$ cat config.mk
export PLATFORM = sky130hd
export DESIGN_NAME = buc_counter
export DESIGN_NICKNAME = d
export VERILOG_FILES = /design/src/design/buc_pkg.sv /design/src/design/buc_counter.sv
export SDC_FILE = /design/constraint.sdc
export NUM_CORES = 1
export LEC_CHECK = 0
export ABC_CLOCK_PERIOD_IN_PS = 2800
export BUFFER_PORTS_ARGS = -buffer_cell sky130_fd_sc_hd__buf_4
export CAP_MARGIN = 20
export CORE_MARGIN = 2
export CORE_UTILIZATION = 44
export CTS_BUF_LIST = sky130_fd_sc_hd__clkbuf_4 sky130_fd_sc_hd__clkbuf_8
export CTS_CLUSTER_DIAMETER = 200
export DETAILED_ROUTE_END_ITERATION = 8
export HOLD_SLACK_MARGIN = 0.08
export PLACE_DENSITY = 0.82
export SLEW_MARGIN = 20
export SYNTH_ARGS = -nofsm -noshare
export SYNTH_HDL_FRONTEND = slang
export SYNTH_SLANG_ARGS = --single-unit
$ cat constraint.sdc
create_clock -name pclk -period 2.8 [get_ports pclk]
set_input_delay 0.14 -clock pclk [delete_from_list [all_inputs] [get_ports pclk]]
set_output_delay 0.14 -clock pclk [all_outputs]
set_load 0.01 [all_outputs]
$ cat src/design/buc_pkg.sv
// Summary of operation
// - eight-bit count changes only on clock edge
// - two selects plus both enables choose operation
// - enable low: 10 counts up, 01 down
// - both selects high always hold count
// - selects low, output enable high: load
// - enable high: hold unless selects low with output enable high, terminal count high
// - output enable high floats data lines
// - output enable low drives count out
// - terminal count follows enable combinationally
// - terminal count output is active low
package buc_pkg;
    // counter geometry
    localparam int CNT_W = 8;
    localparam logic [7:0] CNT_RESET = 8'h00;
    localparam logic [7:0] CNT_ONES = 8'hFF;
    localparam logic [7:0] CNT_ZEROS = 8'h00;
    localparam logic [7:0] CNT_ONE = 8'h01;

    // apb map, byte addresses
    localparam int ADDR_W = 12;
    localparam logic [11:0] OFS_CTRL = 12'h000;
    localparam logic [11:0] OFS_LOAD = 12'h004;
    localparam logic [11:0] OFS_STEP = 12'h008;
    localparam logic [11:0] OFS_STATUS = 12'h00C;

    // control register field positions
    localparam int CTRL_OE_N_BIT = 0;
    localparam int CTRL_CE_N_BIT = 1;
    localparam int CTRL_S0_BIT = 2;
    localparam int CTRL_S1_BIT = 3;
    localparam int CTRL_SRC_BIT = 4;
    // status register field positions
    localparam int STAT_TC_BIT = 8;
    localparam int STAT_CTRL_LSB = 9;

    // reset values: pin control, outputs floating, counting disabled
    localparam logic [4:0] CTRL_RESET = 5'h03;
    localparam logic [7:0] LOAD_RESET = 8'h00;

    // control set that steers one clock edge
    typedef struct packed {
        logic src_sw;
        logic mode_select_one;
        logic mode_select_zero;
        logic count_enable_n;
        logic output_enable_n;
    } buc_ctrl_type;

    // decoded operation for one edge
    typedef enum logic [2:0] {
        BUC_HOLD,
        BUC_UP,
        BUC_DOWN,
        BUC_LOAD
    } buc_op_type;
endpackage

$ cat src/design/buc_counter.sv
// Added by the designer: the address map and the APB slave port.
`timescale 1ns/1ps
module buc_counter (
    input wire logic pclk,
    input wire logic presetn,
    input wire logic psel,
    input wire logic penable,
    input wire logic pwrite,
    input wire logic [11:0] paddr,
    input wire logic [31:0] pwdata,
    output logic [31:0] prdata,
    output logic pready,
    output logic pslverr,
    input wire logic count_clock,
    input wire logic mode_select_one,
    input wire logic mode_select_zero,
    input wire logic count_enable_n,
    input wire logic output_enable_n,
    input wire logic [7:0] io_in,
    output logic [7:0] io_out,
    output logic [7:0] io_oe,
    output logic terminal_count_n
);
    // register state
    buc_pkg::buc_ctrl_type ctrl, next_ctrl; // software control set
    logic [7:0] load_val, next_load_val; // software load value
    logic [7:0] count, next_count; // the counter itself
    logic clk_prev, next_clk_prev; // last sample of count_clock
    logic [31:0] next_prdata; // read word taken at setup
    logic next_pslverr; // error flag taken at setup
    // decode helpers
    buc_pkg::buc_ctrl_type eff; // control set actually in force
    buc_pkg::buc_op_type op; // operation for the next edge
    logic setup_ph, access_wr, tick, addr_ok;
    logic [7:0] load_src;

    // apb phases: answer always one cycle after setup
    assign setup_ph = psel & ~penable;
    assign access_wr = psel & penable & pwrite;
    assign pready = psel & penable;
    assign addr_ok = (paddr == buc_pkg::OFS_CTRL) | (paddr == buc_pkg::OFS_LOAD) |
                     (paddr == buc_pkg::OFS_STEP) | (paddr == buc_pkg::OFS_STATUS);

    // control source: pins, or registers when software takes over
    always_comb begin
        if (ctrl.src_sw) begin
            eff = ctrl;
            load_src = load_val;
        end else begin
            eff.src_sw = 1'b0;
            eff.mode_select_one = mode_select_one;
            eff.mode_select_zero = mode_select_zero;
            eff.count_enable_n = count_enable_n;
            eff.output_enable_n = output_enable_n;
            load_src = io_in;
        end
    end

    // counting edge: rising count_clock on pins, step write in software mode
    // count_clock is synchronous to pclk, so no synchroniser in front of it
    assign tick = ctrl.src_sw ? (access_wr & (paddr == buc_pkg::OFS_STEP))
                              : (count_clock & ~clk_prev);

    // operation decode from the two selects and both enables
    always_comb begin
        unique case ({eff.mode_select_one, eff.mode_select_zero})
            2'b00: op = eff.output_enable_n ? buc_pkg::BUC_LOAD : buc_pkg::BUC_HOLD;
            2'b11: op = buc_pkg::BUC_HOLD;
            2'b10: op = eff.count_enable_n ? buc_pkg::BUC_HOLD : buc_pkg::BUC_UP;
            2'b01: op = eff.count_enable_n ? buc_pkg::BUC_HOLD : buc_pkg::BUC_DOWN;
        endcase
    end

    // next count; plain 8-bit arithmetic gives the wrap
    always_comb begin
        next_count = count;
        next_clk_prev = count_clock;
        if (tick) begin
            unique case (op)
                buc_pkg::BUC_UP: next_count = count + buc_pkg::CNT_ONE;
                buc_pkg::BUC_DOWN: next_count = count - buc_pkg::CNT_ONE;
                buc_pkg::BUC_LOAD: next_count = load_src;
                buc_pkg::BUC_HOLD: next_count = count;
                default: next_count = count;
            endcase
        end
    end

    // count and edge-detect flops only register the next values
    always_ff @(posedge pclk or negedge presetn) begin
        if (!presetn) begin
            count <= buc_pkg::CNT_RESET;
            clk_prev <= 1'b0;
        end else begin
            count <= next_count;
            clk_prev <= next_clk_prev;
        end
    end

    // terminal count: combinational on the enable for look-ahead cascading
    // decoded, so it may glitch; downstream must not clock on it
    always_comb begin
        terminal_count_n = 1'b1;
        if (!eff.count_enable_n) begin
            if (op == buc_pkg::BUC_UP && count == buc_pkg::CNT_ONES)
                terminal_count_n = 1'b0;
            if (op == buc_pkg::BUC_DOWN && count == buc_pkg::CNT_ZEROS)
                terminal_count_n = 1'b0;
        end
    end

    // shared data lines: value from the flops, enable from output enable
    assign io_out = count;
    assign io_oe = eff.output_enable_n ? 8'h00 : 8'hFF;

    // register writes take effect at the access edge
    always_comb begin
        next_ctrl = ctrl;
        next_load_val = load_val;
        if (access_wr && paddr == buc_pkg::OFS_CTRL) begin
            next_ctrl.output_enable_n = pwdata[buc_pkg::CTRL_OE_N_BIT];
            next_ctrl.count_enable_n = pwdata[buc_pkg::CTRL_CE_N_BIT];
            next_ctrl.mode_select_zero = pwdata[buc_pkg::CTRL_S0_BIT];
            next_ctrl.mode_select_one = pwdata[buc_pkg::CTRL_S1_BIT];
            next_ctrl.src_sw = pwdata[buc_pkg::CTRL_SRC_BIT];
        end
        if (access_wr && paddr == buc_pkg::OFS_LOAD)
            next_load_val = pwdata[7:0];
    end

    // read data and error captured in the setup cycle
    always_comb begin
        next_prdata = prdata;
        next_pslverr = pslverr;
        if (setup_ph) begin
            next_pslverr = ~addr_ok;
            next_prdata = 32'h0000_0000;
            if (!pwrite) begin
                unique case (paddr)
                    buc_pkg::OFS_CTRL: next_prdata = {27'h0000000, ctrl};
                    buc_pkg::OFS_LOAD: next_prdata = {24'h000000, load_val};
                    buc_pkg::OFS_STATUS:
                        next_prdata = {18'h00000, eff, terminal_count_n, count};
                    default: next_prdata = 32'h0000_0000;
                endcase
            end
        end
    end

    // register file flops; reset hands control back to the pins
    always_ff @(posedge pclk or negedge presetn) begin
        if (!presetn) begin
            ctrl <= buc_pkg::CTRL_RESET;
            load_val <= buc_pkg::LOAD_RESET;
            prdata <= 32'h0000_0000;
            pslverr <= 1'b0;
        end else begin
            ctrl <= next_ctrl;
            load_val <= next_load_val;
            prdata <= next_prdata;
            pslverr <= next_pslverr;
        end
    end

    // checks beside the logic
    // one step up per counting edge
    property p_up;
        @(posedge pclk) disable iff (!presetn)
        (tick && op == buc_pkg::BUC_UP) |=> count == $past(count) + 8'h01;
    endproperty
    a_up: assert property (p_up) else $error("count up wrong");

    // one step down per counting edge
    property p_down;
        @(posedge pclk) disable iff (!presetn)
        (tick && op == buc_pkg::BUC_DOWN) |=> count == $past(count) - 8'h01;
    endproperty
    a_down: assert property (p_down) else $error("count down wrong");

    // parallel load takes the selected source
    property p_load;
        @(posedge pclk) disable iff (!presetn)
        (tick && !eff.mode_select_one && !eff.mode_select_zero && eff.output_enable_n)
        |=> count == $past(load_src);
    endproperty
    a_load: assert property (p_load) else $error("parallel load wrong");

    // both selects high freeze the count
    property p_hold_both_high;
        @(posedge pclk) disable iff (!presetn)
        (eff.mode_select_one && eff.mode_select_zero) |=> $stable(count);
    endproperty
    a_hold_both_high: assert property (p_hold_both_high) else $error("hold moved");

    // enable high with a select high: terminal count high, count frozen
    property p_enable_high;
        @(posedge pclk) disable iff (!presetn)
        (eff.count_enable_n && (eff.mode_select_one || eff.mode_select_zero))
        |-> terminal_count_n ##1 $stable(count);
    endproperty
    a_enable_high: assert property (p_enable_high) else $error("enable high failed");

    // no counting edge, no change
    property p_no_tick;
        @(posedge pclk) disable iff (!presetn)
        !tick |=> $stable(count);
    endproperty
    a_no_tick: assert property (p_no_tick) else $error("count moved without edge");

    // output enable high floats every line
    property p_float;
        @(posedge pclk) disable iff (!presetn)
        eff.output_enable_n |-> io_oe == 8'h00;
    endproperty
    a_float: assert property (p_float) else $error("lines driven while disabled");

    // output enable low drives the flops out
    property p_drive;
        @(posedge pclk) disable iff (!presetn)
        !eff.output_enable_n |-> (io_oe == 8'hFF && io_out == count);
    endproperty
    a_drive: assert property (p_drive) else $error("lines not driving count");

    // terminal count at the top when counting up
    property p_tc_up;
        @(posedge pclk) disable iff (!presetn)
        (!eff.count_enable_n && op == buc_pkg::BUC_UP && count == 8'hFF) |-> !terminal_count_n;
    endproperty
    a_tc_up: assert property (p_tc_up) else $error("terminal count missed");

    // up from all ones wraps to zero
    property p_wrap;
        @(posedge pclk) disable iff (!presetn)
        (tick && op == buc_pkg::BUC_UP && count == 8'hFF) |=> count == 8'h00;
    endproperty
    a_wrap: assert property (p_wrap) else $error("wrap wrong");

    // down from zero wraps to all ones
    property p_down_wrap;
        @(posedge pclk) disable iff (!presetn)
        (tick && op == buc_pkg::BUC_DOWN && count == buc_pkg::CNT_ZEROS)
        |=> count == buc_pkg::CNT_ONES;
    endproperty
    a_down_wrap: assert property (p_down_wrap) else $error("down wrap wrong");

    // terminal count at zero when counting down
    property p_tc_down;
        @(posedge pclk) disable iff (!presetn)
        (!eff.count_enable_n && op == buc_pkg::BUC_DOWN && count == buc_pkg::CNT_ZEROS)
        |-> !terminal_count_n;
    endproperty
    a_tc_down: assert property (p_tc_down) else $error("terminal count missed down");

    // terminal output low only at a real terminal count
    property p_tc_only;
        @(posedge pclk) disable iff (!presetn)
        !terminal_count_n |-> (!eff.count_enable_n &&
            ((op == buc_pkg::BUC_UP && count == buc_pkg::CNT_ONES) ||
             (op == buc_pkg::BUC_DOWN && count == buc_pkg::CNT_ZEROS)));
    endproperty
    a_tc_only: assert property (p_tc_only) else $error("terminal count low too often");

    // load decoded only from both selects low with lines floating
    property p_op_load;
        @(posedge pclk) disable iff (!presetn)
        (op == buc_pkg::BUC_LOAD) |->
            (!eff.mode_select_one && !eff.mode_select_zero && eff.output_enable_n);
    endproperty
    a_op_load: assert property (p_op_load) else $error("load decoded wrongly");

    // both selects low while driving is a hold, not a load
    property p_low_oe_hold;
        @(posedge pclk) disable iff (!presetn)
        (tick && !eff.mode_select_one && !eff.mode_select_zero && !eff.output_enable_n)
        |=> $stable(count);
    endproperty
    a_low_oe_hold: assert property (p_low_oe_hold) else $error("load while driving");

    // enable high always keeps terminal count high
    property p_ce_tc_high;
        @(posedge pclk) disable iff (!presetn)
        eff.count_enable_n |-> terminal_count_n;
    endproperty
    a_ce_tc_high: assert property (p_ce_tc_high) else $error("tc low while disabled");

    // all eight lines switch together
    property p_lines_together;
        @(posedge pclk) disable iff (!presetn)
        (io_oe == 8'h00) || (io_oe == 8'hFF);
    endproperty
    a_lines_together: assert property (p_lines_together) else $error("lines split");

    // software load takes the load register
    property p_sw_load;
        @(posedge pclk) disable iff (!presetn)
        (tick && ctrl.src_sw && op == buc_pkg::BUC_LOAD) |=> count == $past(load_val);
    endproperty
    a_sw_load: assert property (p_sw_load) else $error("software load wrong");

    // under software control only a bus write can make an edge
    property p_sw_pins_ignored;
        @(posedge pclk) disable iff (!presetn)
        (ctrl.src_sw && !access_wr) |-> !tick;
    endproperty
    a_sw_pins_ignored: assert property (p_sw_pins_ignored) else $error("pin edge in sw mode");

    // up only from selects one-zero with the enable low
    property p_up_decode;
        @(posedge pclk) disable iff (!presetn)
        (op == buc_pkg::BUC_UP) |->
            (eff.mode_select_one && !eff.mode_select_zero && !eff.count_enable_n);
    endproperty
    a_up_decode: assert property (p_up_decode) else $error("up decoded wrongly");

    // down only from selects zero-one with the enable low
    property p_down_decode;
        @(posedge pclk) disable iff (!presetn)
        (op == buc_pkg::BUC_DOWN) |->
            (!eff.mode_select_one && eff.mode_select_zero && !eff.count_enable_n);
    endproperty
    a_down_decode: assert property (p_down_decode) else $error("down decoded wrongly");
endmodule // buc_counter

==> impl.org <==
** Setup path
- STA classifies the critical path startpoint as a flip-flop.
- Data arrival time of the critical path :: 2.90 ns
- Together, buffers and inverters on the worst path number 0.
- Walking the worst path, the cells encountered are or4b_4, and2_1, xnor2_1, ha_2, or4_2, mux2i_1, o211ai_1, a22o_1.
- Worst Setup End Kind :: flip-flop
- The critical path is of the flip-flop to flip-flop type.
- On the worst path, the slowest cell contributes a delay of 0.57 ns.
- Among cell families on the critical path, the largest total delay comes from simple AND/OR/NAND/NOR gates.
- Among all stages on the critical path, the largest delay is contributed by sky130_fd_sc_hd__or4b_4.
- Worst-path maximum fanout :: 4
- Required time of the critical path :: 2.98 ns

** STA
- In the final timing run, aggregate negative setup slack is 0 ns.
- Setup violations remaining at the end of the flow were counted as 0.
- The worst path needs 2.716 ns of the cycle, external delays included.
- Setup repair after global routing left no endpoint under its margin.
- The max-slew violation count was 0.
- Across all setup checks in the final design, the least slack found is 0.08433 ns.
- Between clock sinks in the finished design, the worst skew comes to 0.002700 ns.
- The final hold violation count is 0.
- Maximum clock rate :: 368.2 MHz
- Worst slew pin tran :: 0.7554 ns
- Worst rel slew slack :: 49.64%
- Share of the clock period used by the worst path :: 96.99%

** Drt
- Routed length per instance :: 15.30 µm
- The detail route stage leaves a number of antenna-violating nets equal to 0.
- Across all layers, the routed design uses 2094 vias.
- After detailed routing, the number of vias per cell comes to 5.425.
- Pre-Repair DR Iteration Count :: 4
- For this block, the routed nets add up to 5906 µm of wire.
- For this block, the initial DRC count from the detailed router was 109.
- Number of DRC violations after detailed routing :: 0

** Synthesis
- The synthesized design contains 37 register bits.
- Leading post-synthesis cells by cell area :: sky130_fd_sc_hd__dfrtp_1 36%, sky130_fd_sc_hd__mux2_2 9.1%, sky130_fd_sc_hd__buf_4 8.2%
- After synthesis, flip-flops and latches occupy 37.65% of the total area.
- Counting distinct cell types in the post-synthesis netlist gives 53.
- Summed over all instances, the cell type with the most area after synthesis is sky130_fd_sc_hd__dfrtp_1.
- In the synthesized netlist the dominant register cell turns out to be sky130_fd_sc_hd__dfrtp_1.
- Post-Synthesis Mean Instance Area :: 10.07 µm²
- Cell count after synthesis :: 245
- The Yosys step of the flow raised 0 warnings.
- Yosys mapped a number of flops with a built-in enable equal to 0.
- The synthesized netlist occupies a cell area of 0.002466 mm².
- Area fraction of the dominant cell type after synthesis :: 35.51%
- Share of async-settable or async-resettable flops after synthesis :: 100.0%

** Global route
- Pin count of the biggest net entering global routing :: 38
- Overall global routing resource usage :: 20.27%
- The via count of the first global-routing pass is 2018.
- For this run the aggregate overflow at the end of global routing stands at 0.
- The first global-routing pass estimated 9887 µm of wire.
- The initial antenna violation count was 0.

** Floorplan
- The die covers 0.006220 mm².
- DIE WIDTH :: 78.87 µm
- Starting density of the core :: 45.06%
- The total area inside the core boundary comes to 0.005473 mm².
- # IOs :: 113
- The floorplan has 27 rows.
- Height of the die :: 78.87 µm

** Layout
- Fill cells in the final layout number 479.
- Share of post-route cells with drive strength above 1 :: 38.54%
- The finished layout holds 386 standard cells, fillers aside.
- Post-layout util :: 57.00%
- Diode insertion count for antenna repair :: 0
- Final layout net count :: 376
- Compared with the post-synthesis result, the final layout area differs by 26.48%.

** Power
- For this design the ratio of total power to cell area is 517.0 mW/mm².
- IR analysis of the VDD net gives a maximum drop of 414.4 µV.
- Leakage power of the design :: 1.442 nW
- Relative contribution of combinational cells to total power :: 28.3%
- In this run switching power makes up 30.04% of total power.
- The internal portion of the total power is 1.128 mW.
- Portion of total power attributed to sequential cells :: 41.9%
- Design Power :: 1.613 mW
- For this design the total switching power over the nets is 0.4844 mW.
- Per report_power, the clock group accounts for 29.7% of the total.

** Place
- Counting tap cells, the placed design contains a total of 372 instances.
- The congestion estimate from routability-driven global placement came to 0.8217.
- The wire-length estimate of the detail-placed layout is 4497 µm.
- Before CTS, the worst setup slack after placement is 0.05452 ns.
- Port buffering added 70 buffers.

** Clocking
- TritonCTS clock tree :: done
- After clock tree synthesis, the clock-pin slew on the worst setup and hold paths is 0.07 ns.
- TritonCTS created 5 clock buffers.
- Setup Fix Bufs, Post-CTS :: 0
- The H-tree generated during clock tree synthesis spans 2 levels.
- The clock net in this run drives a total of 37 sinks.
- The later pin in the worst-skew pair is clocked with a latency of 0.29 ns.
- Clock Tree Root :: sky130_fd_sc_hd__clkbuf_8
- Counting along the longest clock path gives a buffer depth of 2.

** Run
- Across the run, the number of max-cap violations was 0.

** Status
- The run finished with clean final reports.

** Hold path
- Worst Hold Class :: primary input to flip-flop
[worst register-to-register path: stages, from the launching register on]
cell	delay, ns
sky130_fd_sc_hd__dfrtp_1	0.40
sky130_fd_sc_hd__or4b_4	0.57
sky130_fd_sc_hd__and2_1	0.20
sky130_fd_sc_hd__xnor2_1	0.13
sky130_fd_sc_hd__ha_2	0.21
sky130_fd_sc_hd__or4_2	0.53
sky130_fd_sc_hd__mux2i_1	0.20
sky130_fd_sc_hd__o211ai_1	0.11
sky130_fd_sc_hd__a22o_1	0.26
[power groups by stage]
| stage | combinational, mW | clock, mW | sequential (mW) |
|---|---|---|---|
| global placement | 0.438 | 0 | 0.680 |
| detailed placement | 0.446 | 0 | 0.683 |
| CTS | 0.456 | 0.491 | 0.672 |
| floorplan | 0.301 | 0 | 0.660 |
| global route | 0.504 | 0.521 | 0.686 |
| finish | 0.457 | 0.480 | 0.676 |
[synth_stat cells (4+ instances only)]
cell type                  instances
sky130_fd_sc_hd__dfrtp_1          35
sky130_fd_sc_hd__buf_4            27
sky130_fd_sc_hd__nand2_1          21
sky130_fd_sc_hd__mux2_2           20
sky130_fd_sc_hd__o21ai_0          17
sky130_fd_sc_hd__mux2i_1          15
sky130_fd_sc_hd__nor2_1           13
sky130_fd_sc_hd__a22o_1           11
sky130_fd_sc_hd__clkbuf_1          7
sky130_fd_sc_hd__o211ai_1          6
sky130_fd_sc_hd__nand3_1           5
sky130_fd_sc_hd__a32o_1            4
sky130_fd_sc_hd__inv_1             4
[through the flow]
stage | hold WS [ns] | cell area [µm²]
final | 0.08943 | 3119
after global routing | 0.08305 | 3119
after CTS | 0.08259 | 3099
after detailed placement | 0.1231 | 2929
after global placement | 0.1246 | 2929
after floorplan | -0.1556 | 2530
[kinds of logic (layout without fill, tap and decap cells)]
logic type | Yosys count | in the layout | share of synthesized area, %
fa+ha+maj | 1 | 1 | 0.5073
mux | 36 | 36 | 15.68
compound gates | 53 | 53 | 16.03
xor+xnor | 1 | 1 | 0.3552
other cells | 1 | 18 | 0.1521
buf+inv | 42 | 94 | 11.21
simple gates | 74 | 74 | 18.42
flops | 37 | 37 | 37.65
[flip-flops by register name, summed over array words and instances, names as in the netlist]
| register | count |
|---|---|
| ctrl | 5 |
| load_val | 8 |
| io_out | 8 |
| pslverr | 1 |
| clk_prev | 1 |
| prdata | 14 |
[layout by cell type (no fill, tap or decap), types with 4 or more instances in the layout]
cell type and count:
sky130_fd_sc_hd__a32o_1 4, sky130_fd_sc_hd__o21ai_0 17, sky130_fd_sc_hd__clkbuf_8 6, sky130_fd_sc_hd__mux2_2 20, sky130_fd_sc_hd__nor2_1 13, sky130_fd_sc_hd__conb_1 18, sky130_fd_sc_hd__dlygate4sd3_1 6, sky130_fd_sc_hd__nand2_1 21
sky130_fd_sc_hd__o211ai_1 6, sky130_fd_sc_hd__inv_1 4, sky130_fd_sc_hd__buf_4 75, sky130_fd_sc_hd__nand3_1 5, sky130_fd_sc_hd__dfrtp_1 35, sky130_fd_sc_hd__mux2i_1 15, sky130_fd_sc_hd__a22o_1 11
[what timing repair did]
| action | in CTS | in global routing |
|---|---|---|
| gates resized for setup | 0 | 3 |
| hold endpoints to repair | 39 | 1 |
| hold buffers | 5 | 1 |
| endpoints found under the setup margin | 0 | 1 |
[final timing paths]
check                           start     endpoint  slack, ns  cells past startpoint
hold / removal              pwdata[6]  load_val[6]       0.09                      2
hold reg to reg            prdata[11]   prdata[11]       0.48                      2
setup reg to reg              ctrl[4]    io_out[4]       0.08                      8
max in group asynchronous     presetn      ctrl[0]       2.10                      2
min in group asynchronous     presetn    prdata[9]       0.35                      2
setup / recovery              ctrl[4]    io_out[4]       0.08                      8
[final cells by class]
cell class | count | area (µm²) | share of cell area (%)
Clock inverter | 1 | 30.03 | 0.9627
Tap cell | 72 | 90.09 | 2.888
Inverter | 4 | 15.01 | 0.4813
Clock buffer | 7 | 90.09 | 2.888
Sequential cell | 37 | 928.4 | 29.76
Timing Repair Buffer | 82 | 634.4 | 20.34
Multi-Input combinational cell | 183 | 1331 | 42.68
[routing by layer]
layer / vias to the layer above / track usage, % / wire [µm] / part of all wire, %
met4: 0 / 6.897 / 110 / 1.9
met3: 12 / 4.205 / 343 / 5.8
met1: 1007 / 27.05 / 2602 / 44
met5: - / 0 / 0 / 0
li1: 1002 / - / - / -
met2: 73 / 32.91 / 2848 / 48
No activity file was read; power rests on OpenSTA's default activity.
